**src/shared/sgr_pkg.sv**
```systemverilog
// Constants and types shared by the SGI generation register block
package sgr_pkg;

    // ==========================================================
    // SGI generation register fields
    localparam int SGI_DATA_W    = 64;
    localparam int TGT_LO        = 0;
    localparam int TGT_W         = 16;
    localparam int AFFINITY_LEVEL1_LO       = 16;
    localparam int SGI_NUMBER_LO      = 24;
    localparam int SGI_NUMBER_W       = 4;
    localparam int AFFINITY_LEVEL2_LO       = 32;
    localparam int IRM_BIT       = 40;
    localparam int RS_LO         = 44;
    localparam int RS_W          = 4;
    localparam int AFFINITY_LEVEL3_LO       = 48;
    localparam int AFF_W         = 8;

    // ==========================================================
    // Interface select register fields
    localparam int SEL_REG_W     = 32;
    localparam int SEL_SRE_BIT   = 0;
    localparam logic SRE_RESET   = 1'h0;

    // ==========================================================
    // Exception levels
    localparam logic [1:0] EL0   = 2'h0;
    localparam logic [1:0] EL1   = 2'h1;
    localparam logic [1:0] EL2   = 2'h2;
    localparam logic [1:0] EL3   = 2'h3;

    typedef enum logic [1:0] {
        SGR_REG_SGI0,
        SGR_REG_SGI1,
        SGR_REG_SEL,
        SGR_REG_NONE
    } sgr_reg_e;

    // Access from the instruction interface
    typedef struct packed {
        logic                  valid;
        logic                  write;
        sgr_reg_e              sel;
        logic [1:0]            el;
        logic                  ns;
        logic [SGI_DATA_W-1:0] wdata;
    } sgr_acc_s;

    // Trap and routing controls held elsewhere in the core
    typedef struct packed {
        logic el2_present;
        logic el3_present;
        logic sre_el2;
        logic sre_el3;
        logic scr_fiq;
        logic scr_irq;
        logic hyp_fiq_routing;
        logic hyp_irq_routing;
        logic common_register_trap;
        logic range_select_support;
        logic dist_range_support;
        logic security_disable;
    } sgr_cfg_s;

    // Generate-SGI request to the distributor
    typedef struct packed {
        logic             group;
        logic             secure;
        logic             routing_mode_bit;
        logic [AFF_W-1:0] affinity_level3;
        logic [AFF_W-1:0] affinity_level2;
        logic [AFF_W-1:0] affinity_level1;
        logic [RS_W-1:0]  range_selector;
        logic [SGI_NUMBER_W-1:0] sgi_number;
        logic [TGT_W-1:0] target_mask;
    } sgr_sgi_s;

    // Answer to the instruction interface
    typedef struct packed {
        logic                  valid;
        logic                  trap;
        logic [1:0]            trap_el;
        logic                  undef;
        logic [SGI_DATA_W-1:0] rdata;
    } sgr_rsp_s;

endpackage

```
**src/rtl/sgr_sgi_regs.sv**
```systemverilog
// SGI generation registers and EL1 interface select register
`timescale 1ns/100ps
`default_nettype none

module sgr_sgi_regs #(
    parameter bit RS_IGNORE_WRITE = 1'b0   // Unsupported range: drop instead of zero
) (
    input  wire logic                      ref_clk,          // Processor clock
    input  wire logic                      rst,              // Asynchronous reset, high
    input  wire sgr_pkg::sgr_acc_s         acc,              // Register access request
    input  wire sgr_pkg::sgr_cfg_s         cfg,              // Trap and routing controls
    input  wire logic [sgr_pkg::TGT_W-1:0] ns_group0_permit, // Per target NS group 0 permit
    output var  sgr_pkg::sgr_rsp_s         rsp,              // Access answer
    output logic                           sgi_valid,        // Generate-SGI request pulse
    output var  sgr_pkg::sgr_sgi_s         sgi,              // Generate-SGI request data
    output logic                           sre_secure,       // Secure interface select bit
    output logic                           sre_nonsecure     // Non-secure interface select bit
);

    // ==========================================================
    // State
    typedef struct packed {
        logic              sre_s;
        logic              sre_ns;
        sgr_pkg::sgr_rsp_s rsp;
        logic              sgi_valid;
        sgr_pkg::sgr_sgi_s sgi;
    } sgr_state_s;

    sgr_state_s st;
    sgr_state_s next_st;

    // ==========================================================
    // Decode helpers
    logic                      secure_acc;
    logic                      sre_cur;
    logic                      both_el3_routing;
    logic                      hyp_routing;
    logic                      trap;
    logic [1:0]                trap_el;
    logic                      is_sgi;
    logic                      write_ok;
    logic [sgr_pkg::RS_W-1:0]  rs_raw;
    logic                      rs_drop;
    sgr_pkg::sgr_sgi_s         req;

    always_comb begin
        secure_acc       = (acc.el == sgr_pkg::EL3) || !acc.ns;
        sre_cur          = secure_acc ? st.sre_s : st.sre_ns;
        both_el3_routing = cfg.el3_present && cfg.scr_fiq && cfg.scr_irq;
        hyp_routing      = cfg.hyp_fiq_routing || cfg.hyp_irq_routing;
        is_sgi           = (acc.sel == sgr_pkg::SGR_REG_SGI0) ||
                           (acc.sel == sgr_pkg::SGR_REG_SGI1);
    end

    // Trap decision, priority: own level first, then EL2, then EL3
    always_comb begin
        trap    = 1'b0;
        trap_el = sgr_pkg::EL1;
        if (is_sgi && acc.write) begin
            case (acc.el)
                sgr_pkg::EL1: begin
                    if (!sre_cur) begin
                        trap    = 1'b1;
                        trap_el = sgr_pkg::EL1;
                    end else if (!secure_acc && cfg.el2_present && hyp_routing) begin
                        trap    = 1'b1;
                        trap_el = sgr_pkg::EL2;
                    end else if (!secure_acc && cfg.common_register_trap) begin
                        trap    = 1'b1;
                        trap_el = sgr_pkg::EL2;
                    end else if (secure_acc && both_el3_routing) begin
                        trap    = 1'b1;
                        trap_el = sgr_pkg::EL3;
                    end else if (!secure_acc && both_el3_routing && !hyp_routing) begin
                        trap    = 1'b1;
                        trap_el = sgr_pkg::EL3;
                    end
                end
                sgr_pkg::EL2: begin
                    if (!cfg.sre_el2) begin
                        trap    = 1'b1;
                        trap_el = sgr_pkg::EL2;
                    end else if (both_el3_routing) begin
                        trap    = 1'b1;
                        trap_el = sgr_pkg::EL3;
                    end
                end
                sgr_pkg::EL3: begin
                    if (!cfg.sre_el3) begin
                        trap    = 1'b1;
                        trap_el = sgr_pkg::EL3;
                    end
                end
                default: begin
                    trap    = 1'b0;
                    trap_el = sgr_pkg::EL1;
                end
            endcase
        end
    end

    // ==========================================================
    // Field extraction for the outgoing request
    always_comb begin
        req                  = '0;
        req.group            = (acc.sel == sgr_pkg::SGR_REG_SGI1);
        req.secure           = secure_acc;
        req.routing_mode_bit = acc.wdata[sgr_pkg::IRM_BIT];
        req.sgi_number       = acc.wdata[sgr_pkg::SGI_NUMBER_LO +: sgr_pkg::SGI_NUMBER_W];
        rs_raw               = acc.wdata[sgr_pkg::RS_LO +: sgr_pkg::RS_W];
        rs_drop              = 1'b0;
        // Selector only meaningful when both ends support it
        if (!cfg.range_select_support) begin
            req.range_selector = '0;
        end else if (!cfg.dist_range_support && (rs_raw != '0)) begin
            req.range_selector = '0;
            rs_drop            = RS_IGNORE_WRITE;
        end else begin
            req.range_selector = rs_raw;
        end
        if (!req.routing_mode_bit) begin
            req.affinity_level3 = acc.wdata[sgr_pkg::AFFINITY_LEVEL3_LO +: sgr_pkg::AFF_W];
            req.affinity_level2 = acc.wdata[sgr_pkg::AFFINITY_LEVEL2_LO +: sgr_pkg::AFF_W];
            req.affinity_level1 = acc.wdata[sgr_pkg::AFFINITY_LEVEL1_LO +: sgr_pkg::AFF_W];
            req.target_mask     = acc.wdata[sgr_pkg::TGT_LO +: sgr_pkg::TGT_W];
            // Non-secure group 0 only reaches permitted targets unless security is disabled
            if (!req.group && !secure_acc && !cfg.security_disable) begin
                req.target_mask = req.target_mask & ns_group0_permit;
            end
        end else begin
            req.affinity_level3 = '0;
            req.affinity_level2 = '0;
            req.affinity_level1 = '0;
            req.target_mask     = '0;
            req.range_selector  = '0;
        end
    end

    // Distributor never back-pressures, so the request is a plain pulse
    assign write_ok = acc.valid && acc.write && is_sgi &&
                      (acc.el != sgr_pkg::EL0) && !trap && !rs_drop;

    // ==========================================================
    // Next state
    always_comb begin
        next_st           = st;
        next_st.rsp       = '0;
        next_st.sgi_valid = 1'b0;
        if (acc.valid) begin
            next_st.rsp.valid = 1'b1;
            case (acc.sel)
                sgr_pkg::SGR_REG_SGI0, sgr_pkg::SGR_REG_SGI1: begin
                    if ((acc.el == sgr_pkg::EL0) || !acc.write) begin
                        next_st.rsp.undef = 1'b1;
                    end else if (trap) begin
                        next_st.rsp.trap    = 1'b1;
                        next_st.rsp.trap_el = trap_el;
                    end
                end
                sgr_pkg::SGR_REG_SEL: begin
                    if (acc.el == sgr_pkg::EL0) begin
                        next_st.rsp.undef = 1'b1;
                    end else if (acc.write) begin
                        if (secure_acc) begin
                            next_st.sre_s  = acc.wdata[sgr_pkg::SEL_SRE_BIT];
                        end else begin
                            next_st.sre_ns = acc.wdata[sgr_pkg::SEL_SRE_BIT];
                        end
                    end else begin
                        // Upper bits read as zero
                        next_st.rsp.rdata[sgr_pkg::SEL_SRE_BIT] = sre_cur;
                    end
                end
                default: begin
                    next_st.rsp.undef = 1'b1;
                end
            endcase
        end
        if (write_ok) begin
            next_st.sgi_valid = 1'b1;
            next_st.sgi       = req;
        end
    end

    always_ff @(posedge ref_clk or posedge rst) begin
        if (rst) begin
            st        <= '0;
            st.sre_s  <= sgr_pkg::SRE_RESET;
            st.sre_ns <= sgr_pkg::SRE_RESET;
        end else begin
            st <= next_st;
        end
    end

    assign rsp           = st.rsp;
    assign sgi_valid     = st.sgi_valid;
    assign sgi           = st.sgi;
    assign sre_secure    = st.sre_s;
    assign sre_nonsecure = st.sre_ns;

    // ==========================================================
    // Checks
    a_broadcast_clears: assert property (@(posedge ref_clk) disable iff (rst)
        sgi_valid && sgi.routing_mode_bit |-> (sgi.target_mask == '0) &&
        (sgi.affinity_level1 == '0) && (sgi.affinity_level2 == '0) &&
        (sgi.affinity_level3 == '0))
        else $error("broadcast request carries affinity or targets");

    a_el3_secure: assert property (@(posedge ref_clk) disable iff (rst)
        acc.valid && acc.write && is_sgi && (acc.el == sgr_pkg::EL3) && !trap
        |=> sgi_valid && sgi.secure)
        else $error("EL3 write not marked secure");

    a_disabled_trap: assert property (@(posedge ref_clk) disable iff (rst)
        acc.valid && acc.write && is_sgi && (acc.el == sgr_pkg::EL2) && !cfg.sre_el2
        |=> rsp.trap && (rsp.trap_el == sgr_pkg::EL2) && !sgi_valid)
        else $error("disabled EL2 write not trapped to EL2");

    a_hyp_trap: assert property (@(posedge ref_clk) disable iff (rst)
        acc.valid && acc.write && is_sgi && (acc.el == sgr_pkg::EL1) && acc.ns &&
        st.sre_ns && cfg.el2_present && cfg.hyp_irq_routing
        |=> rsp.trap && (rsp.trap_el == sgr_pkg::EL2))
        else $error("routed NS EL1 write not trapped to EL2");

    a_el2_to_el3: assert property (@(posedge ref_clk) disable iff (rst)
        acc.valid && acc.write && is_sgi && (acc.el == sgr_pkg::EL2) && cfg.sre_el2 &&
        cfg.el3_present && cfg.scr_fiq && cfg.scr_irq
        |=> rsp.trap && (rsp.trap_el == sgr_pkg::EL3))
        else $error("EL2 write not trapped to EL3");

    a_no_rs_support: assert property (@(posedge ref_clk) disable iff (rst)
        acc.valid && !cfg.range_select_support ##1 sgi_valid |-> sgi.range_selector == '0)
        else $error("range selector passed without support");

    a_ns_group0: assert property (@(posedge ref_clk) disable iff (rst)
        write_ok && (acc.sel == sgr_pkg::SGR_REG_SGI0) && acc.ns &&
        (acc.el != sgr_pkg::EL3) && !cfg.security_disable
        |=> (sgi.target_mask & ~$past(ns_group0_permit)) == '0)
        else $error("unpermitted group 0 target reached");

    a_el0_undef: assert property (@(posedge ref_clk) disable iff (rst)
        acc.valid && is_sgi && ((acc.el == sgr_pkg::EL0) || !acc.write)
        |=> rsp.undef && !sgi_valid && (rsp.rdata == '0))
        else $error("SGI register read or EL0 access not refused");

    a_one_request: assert property (@(posedge ref_clk) disable iff (rst)
        sgi_valid |-> $past(acc.valid) && $past(is_sgi) && rsp.valid && !rsp.trap)
        else $error("SGI request without accepted write");

    a_sel_write: assert property (@(posedge ref_clk) disable iff (rst)
        acc.valid && acc.write && (acc.sel == sgr_pkg::SGR_REG_SEL) &&
        (acc.el == sgr_pkg::EL3) ##1 acc.valid && !acc.write &&
        (acc.sel == sgr_pkg::SGR_REG_SEL) && (acc.el == sgr_pkg::EL3)
        |=> rsp.rdata == {63'h0, $past(acc.wdata[0], 2)})
        else $error("interface select readback mismatch");

endmodule

`default_nettype wire

```
**config.mk**
```make
export PLATFORM = sky130hd
export DESIGN_NAME = sgr_sgi_regs
export DESIGN_NICKNAME = d
export VERILOG_FILES = /design/src/shared/sgr_pkg.sv /design/src/rtl/sgr_sgi_regs.sv
export SDC_FILE = /design/constraint.sdc
export NUM_CORES = 1
export LEC_CHECK = 0
export BUFFER_PORTS_ARGS = -buffer_cell sky130_fd_sc_hd__buf_2
export CAP_MARGIN = 20
export CORE_MARGIN = 2
export CORE_UTILIZATION = 46
export CTS_BUF_LIST = sky130_fd_sc_hd__clkbuf_4
export CTS_CLUSTER_SIZE = 40
export DETAILED_ROUTE_END_ITERATION = 8
export GPL_ROUTABILITY_DRIVEN = 1
export PLACE_DENSITY_LB_ADDON = 0.08
export SYNTH_ARGS = -nofsm -noshare
export SYNTH_HDL_FRONTEND = slang
export SYNTH_SLANG_ARGS = --single-unit
```
**constraint.sdc**
```tcl
create_clock -name ref_clk -period 3.97 [get_ports ref_clk]
set_input_delay 0.794 -clock ref_clk [delete_from_list [all_inputs] [get_ports ref_clk]]
set_output_delay 0.794 -clock ref_clk [all_outputs]
set_load 0.02 [all_outputs]
```
# ---- Yosys cells after proc, flatten, opt, wreduce, memory -nomap -nowiden
# Cells that the tools add are included.
dict set report classes {
  n_eq_ne 5
  shift 0
  n_div 0
  n_bitwise 3
  magnitude_cmp 0
  mux 39
  n_addsub 0
  reduce_logical 35
  mul 0
}
# cell count
set op_table {}
lappend op_table {{2-to-1 mux 52 bit} 1}
lappend op_table {{2-to-1 mux 16 bit} 2}
lappend op_table {{2-to-1 mux 24 bit} 1}
lappend op_table {{2-to-1 mux 2 bit} 9}
lappend op_table {{bitwise AND 16 bit} 1}
lappend op_table {{logical AND 1 bit} 16}
lappend op_table {{2-to-1 mux 1 bit} 16}
lappend op_table {{2-to-1 mux 4 bit} 3}
lappend op_table {{AND reduction 5 bit} 2}
lappend op_table {{2-to-1 mux 3 bit} 3}
lappend op_table {{logical NOT 1 bit} 8}
lappend op_table {{equality test 2 bit, second input constant} 3}
lappend op_table {{case mux 2 bit (3 select lines)} 1}
lappend op_table {{2-to-1 mux 5 bit} 1}
lappend op_table {{equality test 2 x 1 -> 1 bit, second input constant} 2}
lappend op_table {{logical NOT 2 bit} 2}
lappend op_table {{logical OR 1 bit} 4}
lappend op_table {{nonzero test 4 bit} 1}
lappend op_table {{case mux 1 bit (3 select lines)} 1}
lappend op_table {{NOT 1 bit} 2}
lappend op_table {{case mux 1 bit (2 select lines)} 1}
lappend op_table {{nonzero test 2 bit} 1}
lappend op_table {{OR reduction 2 bit} 1}
dict set report word_totals {
  memories 0
  latch_bits 0
  word_cells 99
  reg_bits 60
  inputBits 101
  romBits 0
  ram_bits 0
}

# ---- Logic depth before layout (Yosys ltp)
# Gate-level depths: netlist of the first run.
dict set report logic_depth {
  depth_word 16
  mapped_depth 6
}

# ---- Least setup slack after synthesis of the first run
# OpenSTA, ideal clock, no wires.
dict set report synth_path {
  kind {in2reg}
  startpoint {input acc[64] (netlist bit)}
  endpoint {register st (netlist bit sgi[16])}
  cell_stages 6
  required_ps 3845
  path_buffers 1
  setup_time_ps 125
  path_slack_ps 1592
  arrival_time_ps 2253
  cell_sequence {a21bo_2 -> mux2_2 -> a31oi_1 -> nor3_4 -> buf_6 -> mux2_2}
}
dict set report synth_between {
  elab_chain_len 14
}
# element line
set synth_rtl {}
lappend synth_rtl {{from (decl)} sgr_sgi_regs.sv:10} ;# input wire sgr_pkg::sgr_acc_s acc,
lappend synth_rtl {{logical NOT 1 bit *} sgr_sgi_regs.sv:48} ;# secure_acc = (acc.el == sgr_pkg::EL3) || !acc.ns;
lappend synth_rtl {{logical OR 1 bit *} sgr_sgi_regs.sv:48}
lappend synth_rtl {{logical NOT 1 bit} {sgr_sgi_regs.sv:66, sgr_sgi_regs.sv:69, sgr_sgi_regs.sv:75}}
lappend synth_rtl {{logical AND 1 bit (2 in a row)} sgr_sgi_regs.sv:75} ;# end else if (!secure_acc && both_el3_routing && !hyp_routing) begin
lappend synth_rtl {{2-to-1 mux 1 bit} sgr_sgi_regs.sv:75}
lappend synth_rtl {{2-to-1 mux 1 bit} sgr_sgi_regs.sv:72} ;# end else if (secure_acc && both_el3_routing) begin
lappend synth_rtl {{2-to-1 mux 1 bit} sgr_sgi_regs.sv:69} ;# end else if (!secure_acc && cfg.common_register_trap) begin
lappend synth_rtl {{2-to-1 mux 1 bit} sgr_sgi_regs.sv:66} ;# end else if (!secure_acc && cfg.el2_present && hyp_routing) begin
lappend synth_rtl {{2-to-1 mux 1 bit *} sgr_sgi_regs.sv:63} ;# if (!sre_cur) begin
lappend synth_rtl {{case mux 1 bit (3 select lines) *} sgr_sgi_regs.sv:61} ;# case (acc.el)
lappend synth_rtl {{2-to-1 mux 1 bit *} sgr_sgi_regs.sv:60} ;# if (is_sgi && acc.write) begin
lappend synth_rtl {{logical NOT 1 bit *} sgr_sgi_regs.sv:142} ;# (acc.el != sgr_pkg::EL0) && !trap && !rs_drop;
lappend synth_rtl {{logical AND 1 bit *} sgr_sgi_regs.sv:142}
lappend synth_rtl {{to (signal assigned)} sgr_sgi_regs.sv:192} ;# st <= next_st;
lappend synth_rtl {{to (decl)} sgr_sgi_regs.sv:30} ;# sgr_state_s st;
# Mark *: on every way between the ends. The rest lies on a longest branch, timed or not.
# A chain may end at the register's enable or synchronous reset.

# ---- Worst setup path in the final report of the first run
dict set report layout_path {
  startpoint {input acc[66] (netlist bit)}
  endpoint {register st (netlist bit sgi[45])}
}
dict set report layout_between {
  elab_chain_len 14
}
# element line
set layout_rtl {}
lappend layout_rtl {{equality test 2 bit} {sgr_sgi_regs.sv:48, sgr_sgi_regs.sv:61}}
lappend layout_rtl {{logical OR 1 bit} sgr_sgi_regs.sv:48}
lappend layout_rtl {{logical NOT 1 bit} {sgr_sgi_regs.sv:66, sgr_sgi_regs.sv:69, sgr_sgi_regs.sv:75}}
lappend layout_rtl {{logical AND 1 bit (2 in a row)} sgr_sgi_regs.sv:75}
lappend layout_rtl {{2-to-1 mux 1 bit} sgr_sgi_regs.sv:75}
lappend layout_rtl {{2-to-1 mux 1 bit} sgr_sgi_regs.sv:72}
lappend layout_rtl {{2-to-1 mux 1 bit} sgr_sgi_regs.sv:69}
lappend layout_rtl {{2-to-1 mux 1 bit} sgr_sgi_regs.sv:66}
lappend layout_rtl {{2-to-1 mux 1 bit} sgr_sgi_regs.sv:63}
lappend layout_rtl {{case mux 1 bit (3 select lines)} sgr_sgi_regs.sv:61}
lappend layout_rtl {{2-to-1 mux 1 bit} sgr_sgi_regs.sv:60}
lappend layout_rtl {{logical NOT 1 bit} sgr_sgi_regs.sv:142}
lappend layout_rtl {{logical AND 1 bit *} sgr_sgi_regs.sv:142}
# Marks and branches as above.

==> summary.md, run 1 <==
| Metric | Value |
|---|---|
| Status | completed |
| Post-synth ARST share | 100.0% |
| Final std cells w/o fill | 552 |
| Switching power | 0.6393 mW |
| Initial Util | 47.91% |
| Die W | 88.58 um |
| CTS resizes | 0 |
| Vias post-DR | 2424 |
| Htree depth | 3 |
| Post-synth EDFFs | 0 |
| Sw Ratio | 35.88% |
| RSZ-0062 raised after global routing | no |
| P_leak | 2.159 nW |
| Clk pwr share | 23.0% |
| Ports | 224 |
| Area leader, netlist | dfrtp_1 |
| Final min period | 2.277 ns |
| Row cnt | 30 |
| Top cells by area, synth | dfrtp_1 (46%), buf_4 (15%), mux2_2 (12%) |
| Worst Tran Pin Value | 0.8066 ns |
| Clock slew at reported path FFs | 0.10 ns |
| Post-CTS Hold Buffers | 0 |
| Routability Congestion | 0.7848 |
| Skew final | 0.02003 ns |
| CP required | 4.24 ns |
| Worst r2r path cells | 5 |
| Util after Layout | 57.91% |
| Yosys reg bits | 60 |
| Worst vdd ir | 0.2073 mV |
| Synth Area per Inst | 10.86 sq um |
| Post-Route WL | 6914 um |
| Largest net degree at the start of global routing | 46 |
| Global Route Usage Sum | 17.51% |
| R2R Path End | sgi[45] |
| Gr ovfl total | 0 |
| CP Capture Point | sgi[45] |
| RR Startpoint | sre_nonsecure |
| Cell Pwr Density | 448.0 nW/um^2 |
| Yosys warnings | 0 |
| ANT nets after route | 0 |
| Worst EP arrival | 2.55 ns |
| Synth cell count leaders | buf_4 (64), dfrtp_1 (60), nor2b_1 (40) |
| Clock Tree Root | clkbuf_4 |
| Slew Viols, Final | 0 |
| Critical path startpoint | acc[66] |
| Dpl hpwl | 5195 um |
| Max_slew headroom | 46.23% |
| Die area | 7846 sq um |
| Crit-path max FO | 26 |
| Mapped Cells | 303 |
| Critical Path Start Type | input pin |
| Antenna Diode Count | 0 |
| Seq pwr share | 44.5% |
| Post-synth top area share | 45.63% |
| Vias in the first global route | 2258 |
| Internal reg-to-reg setup slack | 2.14 ns |
| Maxcap violations | 0 |
| Input/output buffers | 145 |
| Drt first-iter violations | 91 |
| Global-route wire length before repair | 10430 um |
| Top FF cell, synth | dfrtp_1 |
| Setup TNS | 0 ns |
| CTS max path bufs | 2 |
| Post-Syn Area | 3291 sq um |
| Hold slack | 0.4588 ns |
| CTS tree | done |
| Die Height | 88.58 um |
| Most frequent CP cell | mux2_2 |
| Routed WL per cell | 12.53 um |
| DRT Pass-1 Iters | 4 |
| CP Capture Type | register |
| Slowest CP cell | mux2_2 |
| Setup-failing EPs final | 0 |
| TritonCTS Buffers | 9 |
| Register area share after synthesis | 45.63% |
| Antenna violations before repair | 0 |
| Area Growth Syn to Fin | 20.87% |
| Worst-skew pair later-pin latency | 0.39 ns |
| Worst stage delay on the critical path | 0.39 ns |
| Gate power share | 32.5% |
| Post-route clock period utilization | 57.36% |
| Final Hold Fails | 0 |
| Min-Delay Path Class | in -> async |
| Most frequent cell after synthesis | buf_4 |
| DRC viols | 0 |
| Post-CTS setup buffers | 0 |
| Core ar. | 6869 sq um |
| Cell count after placement | 536 |
| Peak Freq | 0.4392 GHz |
| Post-layout nets | 552 |
| Pwr Total | 1.782 mW |
| Crit Path Category | in -> reg |
| Vias per Instance | 4.391 |
| Crit path cell chain | buf_2, a21bo_2, mux2_2, a31oi_1, nor3_4, buf_4, mux2_2 |
| Internal power | 1.142 mW |
| Netlist cell types | 31 |
| Share of cells above drive strength 1 | 43.64% |
| Clock Sinks | 60 |
==> cells by family after synthesis <==
kind of cell | count (synthesis) | synth area share [%]
buffers and inverters | 92 | 18.71
AND/OR/NAND/NOR | 68 | 12.74
multiplexers | 54 | 17.87
AO/OA/AOI/OAI | 28 | 4.943
other | 1 | 0.1140
flip-flops | 60 | 45.63
==> cell usage in the layout (no fill, tap or decap), types with 4 or more instances in the layout <==
cell type  count
nor2_1         7
o21ai_0       20
nor2b_1       40
mux2_1         4
mux2_2        34
nand2_1        4
mux2i_1       16
inv_1         18
clkbuf_4      10
buf_2        145
dfrtp_1       60
and4b_1        4
conb_1        63
==> final cells by class <==
| class | instances | area (sq um) |
|---|---|---|
| clock inverter | 6 | 55.05 |
| inverter | 19 | 71.32 |
| timing repair buffer | 148 | 748.2 |
| fill | 632 | 2892 |
| clock buffer | 10 | 75.07 |
| tap | 96 | 120.1 |
| sequential | 60 | 1501 |
| multi-input combinational | 213 | 1406 |
==> power groups by stage <==
stage                     Sequential, mW  Clock (mW)  Combinational (mW)
after floorplan                    0.965           0               0.261
after global placement             0.801           0               0.578
after detailed placement           0.805           0               0.587
after CTS                          0.796       0.428               0.587
after global routing               0.811       0.455               0.631
final                              0.793       0.409               0.579
==> worst max-delay path: cells and delay by family <==
| family | cells | cell delay, ns |
|---|---|---|
| mux | 2 | 0.63 |
| buf+inv | 2 | 0.51 |
| simple gates | 1 | 0.21 |
| compound gates | 2 | 0.37 |
==> per-stage QoR <==
stage          worst slack (ns)  area, sq um
2_1_floorplan             1.592         3523
3_3_place_gp              1.305         3847
3_5_place_dp              1.286         3847
4_1_cts                   1.701         3978
5_1_grt                   1.602         3978
6_report                  1.693         3978
==> registers in the layout, indices dropped and copies added, names as in the netlist <==
register and cells:
sre_nonsecure 1, rsp 6, sre_secure 1, sgi 51, sgi_valid 1
==> layer usage <==
| layer | global-route usage [%] | up-vias | part of all wire [%] |
|---|---|---|---|
| met1 | 20.88 | 1128 | 40 |
| met2 | 30.14 | 118 | 50 |
| met3 | 4.571 | 9 | 8.6 |
| met5 | 0 | - | 0 |
| met4 | 7.025 | 0 | 1.2 |
| li1 | - | 1169 | - |
==> how the worst min path moves through the flow <==
stage | to | slack [ns] | from
2_1_floorplan | sgi[0] | 0.60 | sgi[0]
3_3_place_gp | sgi[17] | 0.47 | sgi[17]
3_5_place_dp | sgi[38] | 0.47 | sgi[38]
4_1_cts | sgi[33] | 0.46 | rst
5_1_grt | sgi[33] | 0.49 | rst
6_report | sgi[20] | 0.46 | rst
Note: power is estimated with default switching activity, not from simulation.
==> inputs of run 2 (changes only) <==
Settings changed: CORE_UTILIZATION 46 to 39.
Clock period 3.97 ns to 1.85 ns, I/O delays scaled along.
==> run 2 against run 1 <==
Effect of this change:
- cell count is 4.2% higher
- register-to-register slack got worse by 1.9 ns
- cell area rose by 3.6%
- via count rose by 1.8%
- combinational power increased by 120%
- count of clock-buffer cells in the layout increased by 2
- worst hold slack got worse by 0.38 ns
- sequential power increased by 120%
==> summary.md, run 2 (synthesized netlist as in run 1, its figures left out) <==
| Metric | Value |
|---|---|
| Status | completed |
| R2R Path End | sgi[7] |
| RSZ-0062 raised after global routing | no |
| Commonest non-fill, non-tap cell in the layout | buf_2 |
| Share of cells above drive strength 1 | 45.53% (+1.9 points) |
| Vias per Instance | 4.290 (-2.3%) |
| Antenna violations before repair | 0 (unchanged) |
| Drt first-iter violations | 31 (-66%) |
| Final min period | 1.643 ns |
| ANT nets after route | 0 (unchanged) |
| Row cnt | 33 (+10%) |
| Reg area | 1501 sq um (unchanged) |
| Setup-failing EPs final | 0 (unchanged) |
| Sw Ratio | 36.23% (+0.35 points) |
| Gate power share | 34.3% (+1.8 points) |
| Peak Freq | 0.6085 GHz |
| Clock Sinks | 60 (unchanged) |
| Routed WL per cell | 11.87 um (-5.2%) |
| Htree depth | 3 (unchanged) |
| Area Growth Syn to Fin | 25.25% |
| Die Height | 95.86 um (+8.2%) |
| Crit-path max FO | 14 (-46%) |
| TritonCTS Buffers | 9 (unchanged) |
| Worst vdd ir | 0.3900 mV (+88%) |
| DRC viols | 0 (unchanged) |
| Util after Layout | 50.16% (-7.7 points) |
| Cell Pwr Density | 903.4 nW/um^2 (+100%) |
| Internal reg-to-reg setup slack | 0.22 ns (-1.92 ns) |
| CP Capture Type | register |
| Switching power | 1.349 mW (+110%) |
| Hold slack | 0.08044 ns (-0.3783 ns) |
| Final Hold Fails | 0 (unchanged) |
| Die area | 9188 sq um (+17%) |
| Vias in the first global route | 2160 (-4.3%) |
| DRT Pass-1 Iters | 4 (unchanged) |
| Design Area, Final | 4121 sq um (+3.6%) |
| Clock slew at reported path FFs | 0.09 ns (about the same) |
| Setup TNS | 0 ns (unchanged) |
| Internal power | 2.374 mW (+110%) |
| Most frequent cells in the layout | buf_2 (145), conb_1 (63), dfrtp_1 (60) |
| P_leak | 2.226 nW (+3.1%) |
| CTS tree | done |
| CP required | 2.14 ns (-2.10 ns) |
| Vias post-DR | 2467 (+1.8%) |
| CTS resizes | 0 (unchanged) |
| Input/output buffers | 145 (unchanged) |
| Dpl hpwl | 5297 um (+2.0%) |
| Post-route clock period utilization | 88.83% |
| DP Worst Slack | -0.2026 ns (-1.489 ns) |
| Initial Util | 40.05% (-7.9 points) |
| Clock Tree Root | clkbuf_4 |
| Worst EP arrival | 1.93 ns (-0.62 ns) |
| Area taken by multi-input logic gates | 1429 sq um (+1.6%) |
| Slew Viols, Final | 0 (unchanged) |
| Global Route Usage Sum | 14.78% (-2.7 points) |
| Gr ovfl total | 0 (unchanged) |
| CTS max path bufs | 2 (unchanged) |
| Core ar. | 8217 sq um (+20%) |
| Post-CTS setup buffers | 0 (unchanged) |
| Maxcap violations | 0 (unchanged) |
| Skew final | 0.01030 ns (-0.009733 ns) |
| Final std cells w/o fill | 575 (+4.2%) |
| Global-route wire length before repair | 10310 um (-1.2%) |
| Worst r2r path cells | 6 (+1) |
| RR Startpoint | sre_secure |
| Post-Route WL | 6826 um (-1.3%) |
| Routability Congestion | 0.8086 (+3.0%) |
| Worst setup margin | 0.2066 ns (-1.486 ns) |
| Die W | 95.86 um (+8.2%) |
| Post-CTS Hold Buffers | 0 (unchanged) |
| Min-Delay Path Class | in -> async |
| Worst-skew pair later-pin latency | 0.37 ns (-0.02 ns) |
| Clk pwr share | 19.8% (-3.2 points) |
| Antenna Diode Count | 0 (unchanged) |
| Max FFs per register | 51 (unchanged) |
| DP Area | 4015 sq um (+4.4%) |
| Critical Path Start Type | input pin |
| Layout fillers | 804 (+27%) |
| Pwr Total | 3.723 mW (+110%) |
| Post-layout nets | 566 (+2.5%) |
| Critical path startpoint | cfg[4] |
| Largest net degree at the start of global routing | 33 (-28%) |
| Ports | 224 (unchanged) |
| Seq pwr share | 45.9% (+1.4 points) |
| Cell count after placement | 559 (+4.3%) |
| Crit Path Category | in -> reg |
run 2: cell types whose count changed in the layout (fill, tap and decap cells not counted), sizes merged:
cell / change
buf: +14
inv: -1
bufinv: -1
clkbuf: +2
run 2: power groups by stage:
stage	sequential [mW]	clock, mW	combinational, mW
2_1_floorplan	2.07	0	0.573
3_3_place_gp	1.73	0	1.29
3_5_place_dp	1.73	0	1.30
4_1_cts	1.71	0.794	1.30
5_1_grt	1.75	0.853	1.40
6_report	1.71	0.738	1.28
run 2: layer usage:
layer / vias up / wire, um / GRT usage [%]
met2: 110 / 3280 / 23.43
met1: 1150 / 2867 / 18.49
met4: 0 / 73 / 6.071
li1: 1199 / - / -
met3: 8 / 605 / 5.012
met5: - / 0 / 0
run 2: worst max path at each step:
stage / endpoint / slack (ns) / cells after the start
5_1_grt: sgi[7] / 0.08 / 6
4_1_cts: sgi[7] / 0.18 / 6
2_1_floorplan: sgi[16] / -0.0004 / 6
6_report: sgi[7] / 0.21 / 8
3_3_place_gp: sgi[45] / -0.16 / 7
3_5_place_dp: sgi[7] / -0.20 / 8
run 2: critical path, cell delays in order:
cell,delay [ns]
buf_2,0.10
o21a_1,0.19
o21ai_1,0.27
a31oi_4,0.14
nor3_4,0.18
buf_4,0.28
buf_4,0.19
mux2i_1,0.20
run 2: layout make-up:
cell class | count | share of cell area, %
clock buffer | 12 | 2.186
clock inverter | 4 | 0.3947
timing repair buffer | 162 | 21.31
sequential | 60 | 36.43
multi-input combinational | 213 | 34.67
inverter | 19 | 1.821
tap | 105 | 3.188
==> inputs of run 3 (changes only) <==
Settings changed: SETUP_SLACK_MARGIN set to 0.4.
==> run 3 against run 2 <==
Effect of this change:
- fmax grew 1.1%
- count of clock-buffer cells in the layout shrank 1
- utilization grew 2.8 points
- first-iteration DRC count shrank 6.5%
- wire length grew 3.0%
- critical path depth shrank 2
- combinational power grew 6%
- clock power grew 41%
- non-clock buffer count grew 8
- critical endpoint is now sgi[38]
- highest routed layer unchanged
==> summary.md, run 3 (synthesized netlist as in run 1, its figures left out) <==
| Metric | Value |
|---|---|
| Routability Congestion | 0.7759 (-4.0%) |
| Slew Viols, Final | 0 (unchanged) |
| Peak Freq | 0.6152 GHz (+1.1%) |
| Vias in the first global route | 2268 (+5.0%) |
| Max FFs per register | 51 (unchanged) |
| Core ar. | 8217 sq um (unchanged) |
| Drt first-iter violations | 29 (-6.5%) |
| Crit-path max FO | 31 (+17) |
| Routed WL per cell | 12.06 um (+1.6%) |
| Critical Path Start Type | input pin |
| Share of cells above drive strength 1 | 47.70% (+2.2 points) |
| Design Area, Final | 4348 sq um (+5.5%) |
| Skew final | 0.01390 ns (+0.003598 ns) |
| Final std cells w/o fill | 583 (+1.4%) |
| Initial Util | 40.05% (unchanged) |
| Sw Ratio | 34.17% (-2.1 points) |
| Die W | 95.86 um (unchanged) |
| ANT nets after route | 0 (unchanged) |
| Antenna violations before repair | 0 (unchanged) |
| Post-Route WL | 7033 um (+3.0%) |
| Crit Path Category | in -> reg |
| Row cnt | 33 (unchanged) |
| Ports | 224 (unchanged) |
| CP Capture Type | register |
| Largest net degree at the start of global routing | 61 (+85%) |
| Htree depth | 3 (unchanged) |
| Area Growth Syn to Fin | 32.13% |
| Reg area | 1501 sq um (unchanged) |
| Internal power | 2.703 mW (+14%) |
| Maxcap violations | 0 (unchanged) |
| Cell count after placement | 562 (+0.54%) |
| Post-layout nets | 574 (+1.4%) |
| Clock slew at reported path FFs | 0.11 ns (+0.02 ns) |
| Worst EP arrival | 1.88 ns (-0.05 ns) |
| Clk pwr share | 25.3% (+5.5 points) |
| Global Route Usage Sum | 15.35% (+0.57 points) |
| Min-Delay Path Class | in -> async |
| Internal reg-to-reg setup slack | 0.25 ns (+0.03 ns) |
| Switching power | 1.403 mW (+4.0%) |
| Post-route clock period utilization | 87.86% (-0.97 points) |
| Most frequent cells in the layout | buf_2 (144), conb_1 (63), dfrtp_1 (60) |
| Worst r2r path cells | 5 (-1) |
| Antenna Diode Count | 0 (unchanged) |
| Vias per Instance | 4.316 (+0.59%) |
| DP Area | 4129 sq um (+2.8%) |
| Global-route wire length before repair | 10720 um (+3.9%) |
| Setup-failing EPs final | 0 (unchanged) |
| Gate power share | 33.2% (-1.1 points) |
| DRC viols | 0 (unchanged) |
| Final Hold Fails | 0 (unchanged) |
| CTS tree | done |
| Worst-skew pair later-pin latency | 0.39 ns (+0.02 ns) |
| CP required | 2.11 ns (-0.03 ns) |
| Post-CTS Hold Buffers | 0 (unchanged) |
| DP Worst Slack | -0.1597 ns (+0.04283 ns) |
| RR Startpoint | sre_nonsecure |
| Seq pwr share | 41.5% (-4.4 points) |
| CTS max path bufs | 2 (unchanged) |
| Pwr Total | 4.106 mW (+10%) |
| Die Height | 95.86 um (unchanged) |
| Area taken by multi-input logic gates | 1513 sq um (+5.9%) |
| Input/output buffers | 145 (unchanged) |
| Status | completed |
| P_leak | 2.336 nW (+4.9%) |
| Dpl hpwl | 5284 um (-0.24%) |
| TritonCTS Buffers | 9 (unchanged) |
| Layout fillers | 776 (-3.5%) |
| DRT Pass-1 Iters | 4 (unchanged) |
| Commonest non-fill, non-tap cell in the layout | buf_2 |
| Cell Pwr Density | 944.3 nW/um^2 (+4.5%) |
| Clock Tree Root | clkbuf_4 |
| R2R Path End | sgi[38] |
| Setup TNS | 0 ns (unchanged) |
| Final min period | 1.625 ns (-0.01797 ns) |
| RSZ-0062 raised after global routing | yes |
| Worst vdd ir | 0.4712 mV (+21%) |
| Worst setup margin | 0.2246 ns (+0.01797 ns) |
| Clock Sinks | 60 (unchanged) |
| Vias post-DR | 2516 (+2.0%) |
| Die area | 9188 sq um (unchanged) |
| Gr ovfl total | 0 (unchanged) |
## run 3: cell count changes in the layout (fill, tap and decap cells not counted), sizes merged
cell | previous run | this run
buf | 162 | 170
clkinvlp | 1 | 2
clkinv | 4 | 2
bufinv | 0 | 2
clkbuf | 12 | 11
## run 3: how the worst max path moves through the flow
stage	from	endpoint	slack, ns
2_1_floorplan	acc[64]	sgi[16]	0.02
3_3_place_gp	acc[65]	sgi[36]	-0.15
3_5_place_dp	acc[65]	sgi[30]	-0.16
4_1_cts	sre_nonsecure	sgi[38]	0.23
5_1_grt	sre_nonsecure	sgi[29]	0.17
6_report	acc[65]	sgi[38]	0.22
## run 3: area by class of cell
cell class	instances	area share, %
Clock inverter	5	1.755
Timing Repair Buffer	170	22.27
Multi-Input combinational cell	213	34.79
Tap cell	105	3.022
Inverter	19	1.727
Sequential cell	60	34.53
Clock buffer	11	1.899
## run 3: per-layer routing
metal  global-route usage, %  part of all wire [%]
met5                       0                     0
met2                   23.78                    47
met1                   20.00                    43
met3                   5.168                   8.6
met4                   5.595                  0.91
## run 3: metrics by stage
step | util (%) | hold slack, ns
2_1_floorplan | - | 0.4014
3_3_place_gp | 50.25 | 0.4624
3_5_place_dp | 50.25 | 0.4742
4_1_cts | 52.64 | 0.03862
5_1_grt | 52.92 | 0.05245
6_report | 52.92 | 0.05128
## run 3: critical path: stages
cell     delay [ns]
buf_2          0.15
o21ai_0        0.14
or3_4          0.37
nor3_4         0.24
buf_12         0.26
mux2_1         0.35
## run 3: timing repair
| item | CTS | global route |
|---|---|---|
| gates resized for setup | 2 | 5 |
| pin swaps | 1 | 1 |
| setup endpoints to repair | 50 | 53 |
| setup buffers | 4 | 1 |
## run 3: power by group through the flow
| stage | Clock, mW | Sequential, mW | Combinational [mW] |
|---|---|---|---|
| global route | 1.13 | 1.74 | 1.49 |
| detailed placement | 0 | 1.73 | 1.35 |
| finish | 1.04 | 1.70 | 1.36 |
| CTS | 1.07 | 1.71 | 1.37 |
| global placement | 0 | 1.72 | 1.34 |
| floorplan | 0 | 2.07 | 0.612 |
